<file path="config.mk">
export PLATFORM = sky130hd
export DESIGN_NAME = bfr_core
export DESIGN_NICKNAME = d
export VERILOG_FILES = /design/src/hdl/bfr_pkg.sv /design/src/hdl/bfr_core.sv
export SDC_FILE = /design/constraint.sdc
export NUM_CORES = 1
export LEC_CHECK = 0
export ABC_CLOCK_PERIOD_IN_PS = 1860
export BUFFER_PORTS_ARGS = -buffer_cell sky130_fd_sc_hd__buf_2
export CORE_ASPECT_RATIO = 0.5
export CORE_MARGIN = 2
export CORE_UTILIZATION = 45
export CTS_BUF_LIST = sky130_fd_sc_hd__clkbuf_4
export DETAILED_ROUTE_END_ITERATION = 7
export GPL_TIMING_DRIVEN = 0
export MAX_ROUTING_LAYER = met4
export PLACE_DENSITY = 0.79
export SYNTH_ARGS = -nofsm -noshare
export SYNTH_HDL_FRONTEND = slang
export SYNTH_SLANG_ARGS = --single-unit
export TNS_END_PERCENT = 10
</file>
<file path="constraint.sdc">
create_clock -name mclk -period 1.86 [get_ports mclk]
set_input_delay 0.186 -clock mclk [delete_from_list [all_inputs] [get_ports mclk]]
set_output_delay 0.186 -clock mclk [all_outputs]
set_load 0.005 [all_outputs]
</file>
<file path="src/hdl/bfr_pkg.sv">
// Constants for the bidirectional FIFO reset, flag and mailbox control block.
//
// Overview of operation
// - A reset ends only after four port-A and four port-B clock edges.
// - Reset inputs may change at any time; they are synchronised before use.
// - Reset returns the FIFO read and write pointers to empty.
// - During reset the FIFO's input-ready and output-ready flags are low.
// - Reset drives almost-empty low, almost-full high, mailbox flag high.
// - Reset clears the FIFO's mailbox new-mail indication.
// - Input-ready rises two write-port clock cycles after reset ends; port B's also waits until parallel offset loading is done.
// - The reset rising edge captures both offset-select inputs.
// - Mail flags fall on the writer's clock edge, rise on the reader's.
// - Data outputs are enabled only for the matching chip and direction selects.
// - Mailbox select combinationally puts the incoming mailbox on the data outputs.
// - A mailbox write shows on the far port's active outputs after the edge.
// - First port edge after reset samples fall-through select; high means standard.
// - Selects give offsets 64, 16, 8; both low at a FIFO1 reset means parallel programming, at a FIFO2 reset loads nothing.
// - With parallel programming, first four port-A writes load the offsets.
package bfr_pkg;
  localparam int          DATA_W      = 36;
  localparam int          OFS_W       = 16;
  localparam logic [2:0]  RST_EDGES   = 3'h4;
  localparam logic [1:0]  IR_DELAY    = 2'h2;
  localparam logic [OFS_W-1:0] OFS_SEL_HH = 16'h0040;
  localparam logic [OFS_W-1:0] OFS_SEL_HL = 16'h0010;
  localparam logic [OFS_W-1:0] OFS_SEL_LH = 16'h0008;
  localparam logic [2:0]  PROG_WORDS  = 3'h4;
  // Offset register slots in parallel load order.
  localparam int          IDX_Y1      = 0;
  localparam int          IDX_X1      = 1;
  localparam int          IDX_Y2      = 2;
  localparam int          IDX_X2      = 3;
  // Synchroniser lanes.
  localparam int          LN_PORT_A_CLOCK     = 0;
  localparam int          LN_PORT_B_CLOCK     = 1;
  localparam int          LN_FIFO1_RESET_N     = 2;
endpackage : bfr_pkg

</file>
<file path="src/hdl/bfr_core.sv">
// Reset sequencing, flag initialisation, offset loading and mailboxes of a bidirectional FIFO.
`timescale 1ns/1ps
module bfr_core (
  input  wire logic                      mclk,
  input  wire logic                      reset,
  input  wire logic                      port_a_clock,
  input  wire logic                      port_b_clock,
  input  wire logic                      fifo1_reset_n,
  input  wire logic                      fifo2_reset_n,
  input  wire logic                      offset_select_lo,
  input  wire logic                      offset_select_hi,
  input  wire logic                      fall_through_select,
  input  wire logic                      port_a_chip_select_n,
  input  wire logic                      port_a_write_read_sel,
  input  wire logic                      port_a_enable,
  input  wire logic                      port_a_mailbox_select,
  input  wire logic [bfr_pkg::DATA_W-1:0] port_a_data_in,
  input  wire logic [bfr_pkg::DATA_W-1:0] port_a_fifo_word,
  output logic      [bfr_pkg::DATA_W-1:0] port_a_data_out,
  output logic                           port_a_data_oe_n,
  input  wire logic                      port_b_chip_select_n,
  input  wire logic                      port_b_write_read_sel,
  input  wire logic                      port_b_enable,
  input  wire logic                      port_b_mailbox_select,
  input  wire logic [bfr_pkg::DATA_W-1:0] port_b_data_in,
  input  wire logic [bfr_pkg::DATA_W-1:0] port_b_fifo_word,
  output logic      [bfr_pkg::DATA_W-1:0] port_b_data_out,
  output logic                           port_b_data_oe_n,
  output logic                           port_a_input_ready,
  output logic                           port_b_input_ready,
  output logic                           port_a_output_ready,
  output logic                           port_b_output_ready,
  output logic                           port_a_almost_empty_n,
  output logic                           port_b_almost_empty_n,
  output logic                           port_a_almost_full_n,
  output logic                           port_b_almost_full_n,
  output logic                           mail1_pending_n,
  output logic                           mail2_pending_n,
  output logic                           fifo1_standard_mode,
  output logic                           fifo2_standard_mode,
  output logic                           fifo1_in_reset,
  output logic                           fifo2_in_reset,
  output logic                           pointers_cleared,
  output logic      [bfr_pkg::OFS_W-1:0]  fifo1_empty_offset,
  output logic      [bfr_pkg::OFS_W-1:0]  fifo1_full_offset,
  output logic      [bfr_pkg::OFS_W-1:0]  fifo2_empty_offset,
  output logic      [bfr_pkg::OFS_W-1:0]  fifo2_full_offset,
  output logic                           offsets_loaded
);

  // ------------------------------------------------------------------
  // Synchronisers
  // ------------------------------------------------------------------
  // Port clocks and resets are slow against mclk, so edges are found by sampling.
  logic [3:0] sync1_ff;
  logic [3:0] sync2_ff;
  logic [3:0] sync3_ff;
  logic       edge_a;
  logic       edge_b;
  logic [1:0] rst_low;
  logic [1:0] rst_rise;
  logic [1:0] wp_edge;

  always_ff @(posedge mclk) begin
    if (reset) begin
      sync1_ff <= 4'hF;
      sync2_ff <= 4'hF;
      sync3_ff <= 4'hF;
    end else begin
      sync1_ff <= {fifo2_reset_n, fifo1_reset_n, port_b_clock, port_a_clock};
      sync2_ff <= sync1_ff;
      sync3_ff <= sync2_ff;
    end
  end

  assign edge_a  = sync2_ff[bfr_pkg::LN_PORT_A_CLOCK] & ~sync3_ff[bfr_pkg::LN_PORT_A_CLOCK];
  assign edge_b  = sync2_ff[bfr_pkg::LN_PORT_B_CLOCK] & ~sync3_ff[bfr_pkg::LN_PORT_B_CLOCK];
  assign wp_edge = {edge_b, edge_a};

  // ------------------------------------------------------------------
  // Per-FIFO reset sequencing
  // ------------------------------------------------------------------
  logic [1:0] in_rst_ff;
  logic [1:0] mode_pend_ff;
  logic [1:0] std_mode_ff;
  logic [1:0] ir_ff;
  logic [1:0] or_ff;
  logic [1:0] ae_n_ff;
  logic [1:0] af_n_ff;
  logic [2:0] cnt_a_ff [2];
  logic [2:0] cnt_b_ff [2];
  logic [1:0] ir_cnt_ff [2];
  logic       prog_busy;

  for (genvar i = 0; i < 2; i++) begin : g_fifo
    logic       nxt_in_rst;
    logic       nxt_mode_pend;
    logic       nxt_std_mode;
    logic       nxt_ir;
    logic       nxt_or;
    logic       nxt_ae_n;
    logic       nxt_af_n;
    logic [2:0] nxt_cnt_a;
    logic [2:0] nxt_cnt_b;
    logic [1:0] nxt_ir_cnt;

    assign rst_low[i]  = ~sync2_ff[bfr_pkg::LN_FIFO1_RESET_N+i];
    assign rst_rise[i] = sync2_ff[bfr_pkg::LN_FIFO1_RESET_N+i] & ~sync3_ff[bfr_pkg::LN_FIFO1_RESET_N+i];

    always_comb begin
      nxt_cnt_a     = cnt_a_ff[i];
      nxt_cnt_b     = cnt_b_ff[i];
      nxt_in_rst    = in_rst_ff[i];
      nxt_mode_pend = mode_pend_ff[i];
      nxt_std_mode  = std_mode_ff[i];
      nxt_ir_cnt    = ir_cnt_ff[i];
      nxt_or        = or_ff[i];
      nxt_ae_n      = ae_n_ff[i];
      nxt_af_n      = af_n_ff[i];
      if (in_rst_ff[i]) begin
        // Edges count in both domains; the release waits for both tallies.
        if (edge_a && cnt_a_ff[i] < bfr_pkg::RST_EDGES) begin
          nxt_cnt_a = cnt_a_ff[i] + 3'h1;
        end
        if (edge_b && cnt_b_ff[i] < bfr_pkg::RST_EDGES) begin
          nxt_cnt_b = cnt_b_ff[i] + 3'h1;
        end
        if (!rst_low[i] && cnt_a_ff[i] >= bfr_pkg::RST_EDGES
            && cnt_b_ff[i] >= bfr_pkg::RST_EDGES) begin
          nxt_in_rst    = 1'b0;
          nxt_mode_pend = 1'b1;
        end
        nxt_ir_cnt = 2'h0;
        nxt_or     = 1'b0;
        nxt_ae_n   = 1'b0;
        nxt_af_n   = 1'b1;
      end else begin
        nxt_cnt_a = 3'h0;
        nxt_cnt_b = 3'h0;
        if (wp_edge[i] && ir_cnt_ff[i] < bfr_pkg::IR_DELAY) begin
          nxt_ir_cnt = ir_cnt_ff[i] + 2'h1;
        end
        if (mode_pend_ff[i] && wp_edge[i]) begin
          nxt_mode_pend = 1'b0;
          nxt_std_mode  = fall_through_select;
        end
      end
      if (rst_low[i]) begin
        nxt_in_rst = 1'b1;
      end
      nxt_ir = !nxt_in_rst && nxt_ir_cnt == bfr_pkg::IR_DELAY && !(i == 1 && prog_busy);
    end

    always_ff @(posedge mclk) begin
      if (reset) begin
        in_rst_ff[i]    <= 1'b1;
        mode_pend_ff[i] <= 1'b0;
        std_mode_ff[i]  <= 1'b1;
        ir_ff[i]        <= 1'b0;
        or_ff[i]        <= 1'b0;
        ae_n_ff[i]      <= 1'b0;
        af_n_ff[i]      <= 1'b1;
        cnt_a_ff[i]     <= 3'h0;
        cnt_b_ff[i]     <= 3'h0;
        ir_cnt_ff[i]    <= 2'h0;
      end else begin
        in_rst_ff[i]    <= nxt_in_rst;
        mode_pend_ff[i] <= nxt_mode_pend;
        std_mode_ff[i]  <= nxt_std_mode;
        ir_ff[i]        <= nxt_ir;
        or_ff[i]        <= nxt_or;
        ae_n_ff[i]      <= nxt_ae_n;
        af_n_ff[i]      <= nxt_af_n;
        cnt_a_ff[i]     <= nxt_cnt_a;
        cnt_b_ff[i]     <= nxt_cnt_b;
        ir_cnt_ff[i]    <= nxt_ir_cnt;
      end
    end
  end

  // Pointer logic lives with the memory; this level tells it to return to empty.
  assign pointers_cleared      = in_rst_ff[0] | in_rst_ff[1];
  assign fifo1_in_reset        = in_rst_ff[0];
  assign fifo2_in_reset        = in_rst_ff[1];
  assign port_a_input_ready    = ir_ff[0];
  assign port_b_input_ready    = ir_ff[1];
  assign port_b_output_ready   = or_ff[0];
  assign port_a_output_ready   = or_ff[1];
  assign port_b_almost_empty_n = ae_n_ff[0];
  assign port_a_almost_full_n  = af_n_ff[0];
  assign port_a_almost_empty_n = ae_n_ff[1];
  assign port_b_almost_full_n  = af_n_ff[1];
  assign fifo1_standard_mode   = std_mode_ff[0];
  assign fifo2_standard_mode   = std_mode_ff[1];

  // ------------------------------------------------------------------
  // Offsets and mailboxes
  // ------------------------------------------------------------------
  logic [bfr_pkg::OFS_W-1:0]  ofs_ff [4];
  logic [bfr_pkg::OFS_W-1:0]  nxt_ofs [4];
  logic [bfr_pkg::OFS_W-1:0]  preset;
  logic [2:0]                 prog_cnt_ff;
  logic [2:0]                 nxt_prog_cnt;
  logic [bfr_pkg::DATA_W-1:0] mail1_ff;
  logic [bfr_pkg::DATA_W-1:0] mail2_ff;
  logic [bfr_pkg::DATA_W-1:0] nxt_mail1;
  logic [bfr_pkg::DATA_W-1:0] nxt_mail2;
  logic                       mail1_pending_n_ff;
  logic                       mail2_pending_n_ff;
  logic                       nxt_mail1_pending_n;
  logic                       nxt_mail2_pending_n;
  logic                       a_write;
  logic                       a_read;
  logic                       b_write;
  logic                       b_read;

  assign a_write   = edge_a && !port_a_chip_select_n && port_a_write_read_sel && port_a_enable;
  assign a_read    = edge_a && !port_a_chip_select_n && !port_a_write_read_sel && port_a_enable;
  assign b_write   = edge_b && !port_b_chip_select_n && !port_b_write_read_sel && port_b_enable;
  assign b_read    = edge_b && !port_b_chip_select_n && port_b_write_read_sel && port_b_enable;
  assign prog_busy = prog_cnt_ff != bfr_pkg::PROG_WORDS;

  always_comb begin
    nxt_ofs      = ofs_ff;
    nxt_prog_cnt = prog_cnt_ff;
    nxt_mail1    = mail1_ff;
    nxt_mail2    = mail2_ff;
    nxt_mail1_pending_n     = mail1_pending_n_ff;
    nxt_mail2_pending_n     = mail2_pending_n_ff;
    if (offset_select_hi && offset_select_lo) begin
      preset = bfr_pkg::OFS_SEL_HH;
    end else if (offset_select_hi) begin
      preset = bfr_pkg::OFS_SEL_HL;
    end else begin
      preset = bfr_pkg::OFS_SEL_LH;
    end
    if (rst_rise[0]) begin
      if (offset_select_hi || offset_select_lo) begin
        nxt_ofs[bfr_pkg::IDX_Y1] = preset;
        nxt_ofs[bfr_pkg::IDX_X1] = preset;
      end else begin
        nxt_prog_cnt = 3'h0;
      end
    end
    if (rst_rise[1] && (offset_select_hi || offset_select_lo)) begin
      nxt_ofs[bfr_pkg::IDX_Y2] = preset;
      nxt_ofs[bfr_pkg::IDX_X2] = preset;
    end
    // Programming words bypass the memory while the load is pending.
    if (a_write && !port_a_mailbox_select && prog_busy && !in_rst_ff[0]
        && ir_ff[0]) begin
      nxt_ofs[prog_cnt_ff[1:0]] = port_a_data_in[bfr_pkg::OFS_W-1:0];
      nxt_prog_cnt = prog_cnt_ff + 3'h1;
    end
    // A read clears the flag, but a write in the same cycle wins.
    if (b_read && port_b_mailbox_select) begin
      nxt_mail1_pending_n = 1'b1;
    end
    if (a_write && port_a_mailbox_select) begin
      nxt_mail1 = port_a_data_in;
      nxt_mail1_pending_n  = 1'b0;
    end
    if (a_read && port_a_mailbox_select) begin
      nxt_mail2_pending_n = 1'b1;
    end
    if (b_write && port_b_mailbox_select) begin
      nxt_mail2 = port_b_data_in;
      nxt_mail2_pending_n  = 1'b0;
    end
    if (in_rst_ff[0]) begin
      nxt_mail1_pending_n = 1'b1;
    end
    if (in_rst_ff[1]) begin
      nxt_mail2_pending_n = 1'b1;
    end
  end

  always_ff @(posedge mclk) begin
    if (reset) begin
      for (int k = 0; k < 4; k++) begin
        ofs_ff[k] <= '0;
      end
      prog_cnt_ff <= bfr_pkg::PROG_WORDS;
      mail1_ff    <= '0;
      mail2_ff    <= '0;
      mail1_pending_n_ff     <= 1'b1;
      mail2_pending_n_ff     <= 1'b1;
    end else begin
      ofs_ff      <= nxt_ofs;
      prog_cnt_ff <= nxt_prog_cnt;
      mail1_ff    <= nxt_mail1;
      mail2_ff    <= nxt_mail2;
      mail1_pending_n_ff     <= nxt_mail1_pending_n;
      mail2_pending_n_ff     <= nxt_mail2_pending_n;
    end
  end

  assign fifo1_full_offset  = ofs_ff[bfr_pkg::IDX_Y1];
  assign fifo1_empty_offset = ofs_ff[bfr_pkg::IDX_X1];
  assign fifo2_full_offset  = ofs_ff[bfr_pkg::IDX_Y2];
  assign fifo2_empty_offset = ofs_ff[bfr_pkg::IDX_X2];
  assign offsets_loaded     = !prog_busy;
  assign mail1_pending_n    = mail1_pending_n_ff;
  assign mail2_pending_n    = mail2_pending_n_ff;

  // ------------------------------------------------------------------
  // Data output steering
  // ------------------------------------------------------------------
  assign port_a_data_oe_n = port_a_chip_select_n | port_a_write_read_sel;
  assign port_b_data_oe_n = port_b_chip_select_n | ~port_b_write_read_sel;
  assign port_a_data_out  = port_a_mailbox_select ? mail2_ff : port_a_fifo_word;
  assign port_b_data_out  = port_b_mailbox_select ? mail1_ff : port_b_fifo_word;
endmodule : bfr_core

</file>
==> run summary <==
Of the total power, the share spent switching nets is 0.2800. The stage delay of the slowest cell on the critical path is 390 ps. The share of total power dissipated in sequential elements is 0.567. The number of maximum-capacitance violations came out at 0. The count of non-filler cells in the finished layout came out at 1485. The via count of the first global-routing pass is 7336. In this run, distinct cell masters in the synthesized netlist total 42. The count of buffering cells on the critical path with inverters included is 2.

For this block, the routed nets add up to 24440 um of wire. The routability congestion estimate from global placement came out at 0.8401. The cell area power density came out at 632.5 nW/um^2. Setup slack on the worst reg-to-reg path comes out at 100 ps. The pin count of the biggest net entering global routing came out at 19. The fraction of power consumed by the clock network is 0.312. The site row count is 33. The proportion of synthesized flip-flops having asynchronous set or reset came out at 0. The full die area came out at 18110 um^2. The portion of synthesized cell area occupied by the leading cell type is 0.4635. The count of buffers added on input and output ports is 306.

The fmax came out at 560.2 MHz. The final number of hold-violating endpoints came out at 0. The count of flip-flops with a built-in enable after synthesis came out at 0. Before antenna repair, the detailed router went through 5 iterations.

The maximum ir drop on the vdd rail is 0.3887 mV. After synthesis, the mean cell area works out to 9.244 um^2. The wire length of the first global-routing pass is 36630 um.

The analysis attributes to cell leakage a power of 4.951 nW. The number of nets at the end of the flow came out at 1411. Among all stages on the critical path, the largest delay is contributed by or2_2.

The arrival time reported for the critical path endpoint came out at 1600 ps. The initial detailed-routing violation count came out at 390. The worst slew margin relative to its limit is 0.5603. The share of the clock period used by the worst path came out at 0.9598. The worst hold path belongs to the class in2reg.

The clock transition at the register clock pins on the worst setup and hold paths after CTS came out at 170 ps. The clock net in this run drives a total of 177 sinks. The count of pins on the block boundary came out at 315. The instance count of the mapped netlist came out at 827. Between clock sinks in the finished design, the worst skew comes to 40.78 ps. The internal power of the cells totals 4.861 mW. The fraction of final layout cells with drive strength greater than 1 came out at 0.3817. The count of nets left with antenna violations once routing finished came out at 0.

For this run, the total global-route usage over all layers was measured as 0.2657. STA classifies the critical path startpoint as a register. The horizontal extent of the die is 188.3 um. The worst path required time is 1670 ps.

The clock latency at the later pin of the worst-skew pair came out at 560 ps. The number of remaining DRC errors came out at 0. The number of antenna violations at the first check in global routing came to 2. The netlist area before placement is 7645 um^2. The number of filler instances in the final layout came out at 1351. The region available for standard cell placement spans 16520 um^2. Clock tree synthesis inserted a total of 17 buffers. Total power for the finished layout comes to 6.751 mW. The category of the worst setup path capture point is a primary output. The initial utilization of the core area, before any placement, comes to 0.4629. The proportion of synthesized chip area in sequential cells came out at 0.4635. Measured along the y axis, the die boundary spans 96.17 um. Setup violations remaining at the end of the flow were counted as 0. The biggest fanout along the worst timing path came out at 10.

The final route contains 7520 vias. The per-cell via count in the routed design came out at 5.064. The commonest register cell after synthesis is dfxtp_1. The clock tree from TritonCTS is done. After legalization and detailed placement, the total HPWL measured 17760 um. The number of max-slew violations in the final report is 0. From synthesis to final layout, the design area changed by 39.61%. In this design, the largest share of critical-path delay is due to simple AND/OR/NAND/NOR gates.

The leftover overflow at the end of global routing came out at 0. The logic gate share of total power came out at 0.120. Dividing the detail-routed wire length by the instance count gives 16.45 um.

Counting flops and latches in the post-synthesis netlist gives 177. Traced cell by cell, the critical path runs through clkbuf_1 > or2_2 > buf_2. The maximum number of buffers from clock root to sink came out at 2.

By count the netlist is led by 206 x nand2_1, 177 x dfxtp_1, 95 x a21oi_1, 73 x mux2_2, 65 x mux2i_1. The cell count after placement came out at 1364. The flow ran to the end, and the final reports show no timing, DRC or antenna violations. Setup repair after global routing could not meet its margin everywhere. The sequential standard cell area is 3547 um^2. In the post-synthesis netlist, the cell with the most instances is nand2_1. The area used by multi-input combinational logic is 3766 um^2. The depth of the CTS H-tree came out at 4. The clock tree root driver cell is clkbuf_4. The warning count from the yosys run came out at 0. The leading area contributor after synthesis is dfxtp_1. The measured slew at the worst slew-check pin came out at 659.5 ps. The critical path is of the reg2out type. The post-layout minimum cycle time came out at 1785 ps. Sorting the synthesized cells by area gives the leading types as dfxtp_1 46%, mux2_2 11%, nand2_1 10%, mux2i_1 8.5%, a21oi_1 6.2%. The switching power is 1.890 mW.
power by group through the flow:
stage | clock, mW | sequential [mW] | combinational, mW
floorplan | 0 | 3.91 | 0.307
global placement | 0 | 3.91 | 0.639
detailed placement | 0 | 3.91 | 0.653
CTS | 2.15 | 3.83 | 0.793
global route | 2.30 | 3.83 | 0.875
finish | 2.11 | 3.83 | 0.813
cells in the final DEF, fill, tap and decap left out, types with 10 or more instances in the layout:
cell type        n
buf_2          325
clkbuf_4        17
clkbuf_1        23
dlygate4sd3_1   86
or2_2           14
a21oi_1         95
mux2_2          73
nand2_1        205
o21ai_0         10
nor2_1          23
dfxtp_1        174
nand2b_1        25
mux2i_1         64
state kept, by name, indices dropped and copies added, names as in the netlist, 2 cells and up:
register	count
mail1_ff	36
mail2_ff	36
fifo1_empty_offset	16
fifo1_full_offset	16
fifo2_empty_offset	16
fifo2_full_offset	16
cnt_a_ff	6
cnt_b_ff	6
ir_cnt_ff	4
sync1_ff	4
sync2_ff	4
sync3_ff	4
prog_cnt_ff	3
mode_pend_ff	2
final timing paths:
path	startpoint	cells after the start	to
worst min register to register	sync1_ff[2]$_SDFF_PP1_	1	sync2_ff[2]$_SDFF_PP1_
worst max register to register	prog_cnt_ff[0]$_SDFFE_PP0P_	8	fifo1_full_offset[9]$_SDFF_PP0_
worst max-delay path	fifo2_in_reset$_SDFF_PP1_	3	pointers_cleared
worst min-delay path	reset	4	fifo1_empty_offset[15]$_SDFF_PP0_
area by class of cell:
class / instances / area share
antenna: 3 / 0.0007034
buffer: 61 / 0.03447
clock buffer: 17 / 0.01196
clock inverter: 15 / 0.01360
inverter: 4 / 0.001407
multi-input combinational: 588 / 0.3529
sequential: 177 / 0.3324
tap: 227 / 0.02661
timing repair buffer: 393 / 0.2260
metrics by stage:
step / TNS [ps] / utilization / hold WS (ps) / setup slack, ps / instance area [um^2]
after floorplan: 0 / - / 289.8 / 135.8 / 7660
after global placement: -6928 / 0.5737 / 369.1 / -154.1 / 9475
after detailed placement: -9720 / 0.5737 / 370.8 / -185.5 / 9475
after CTS: 0 / 0.6421 / 20.29 / 1.039 / 10610
after global routing: -37.08 / 0.6461 / 35.95 / -25.51 / 10670
final: 0 / 0.6462 / 74.23 / 74.79 / 10670
tightest hold or removal path: stages:
cell and delay [ps]:
buf_2 150, a21oi_2 110, nand2_1 80, mux2i_1 50
repair_timing:
action / in CTS / in global routing
endpoints found under the setup margin: 38 / 54
hold endpoints to repair: 106 / 0
pin swaps: 0 / 1
gates resized for setup: 6 / 10
gates cloned: 0 / 0
setup buffers: 0 / 1
hold buffers: 86 / 0
kinds of logic after synthesis:
| kind of cell | after synthesis | share of synthesized area |
|---|---|---|
| simple gates | 298 | 0.1769 |
| fa+ha+maj | 8 | 0.01309 |
| flops | 177 | 0.4635 |
| mux | 138 | 0.1926 |
| xor+xnor | 6 | 0.006874 |
| compound gates | 132 | 0.09787 |
| other cells | 2 | 0.0009824 |
| buf+inv | 66 | 0.04812 |
routing by layer:
| layer | share of wire | global-route usage | vias up |
|---|---|---|---|
| met5 | 0 | - | - |
| met4 | 0.020 | 0.08659 | 0 |
| met3 | 0.059 | 0.05323 | 44 |
| met2 | 0.50 | 0.4563 | 283 |
| li1 | - | - | 3614 |
| met1 | 0.42 | 0.3188 | 3579 |
(Power assumes the default switching activity.)
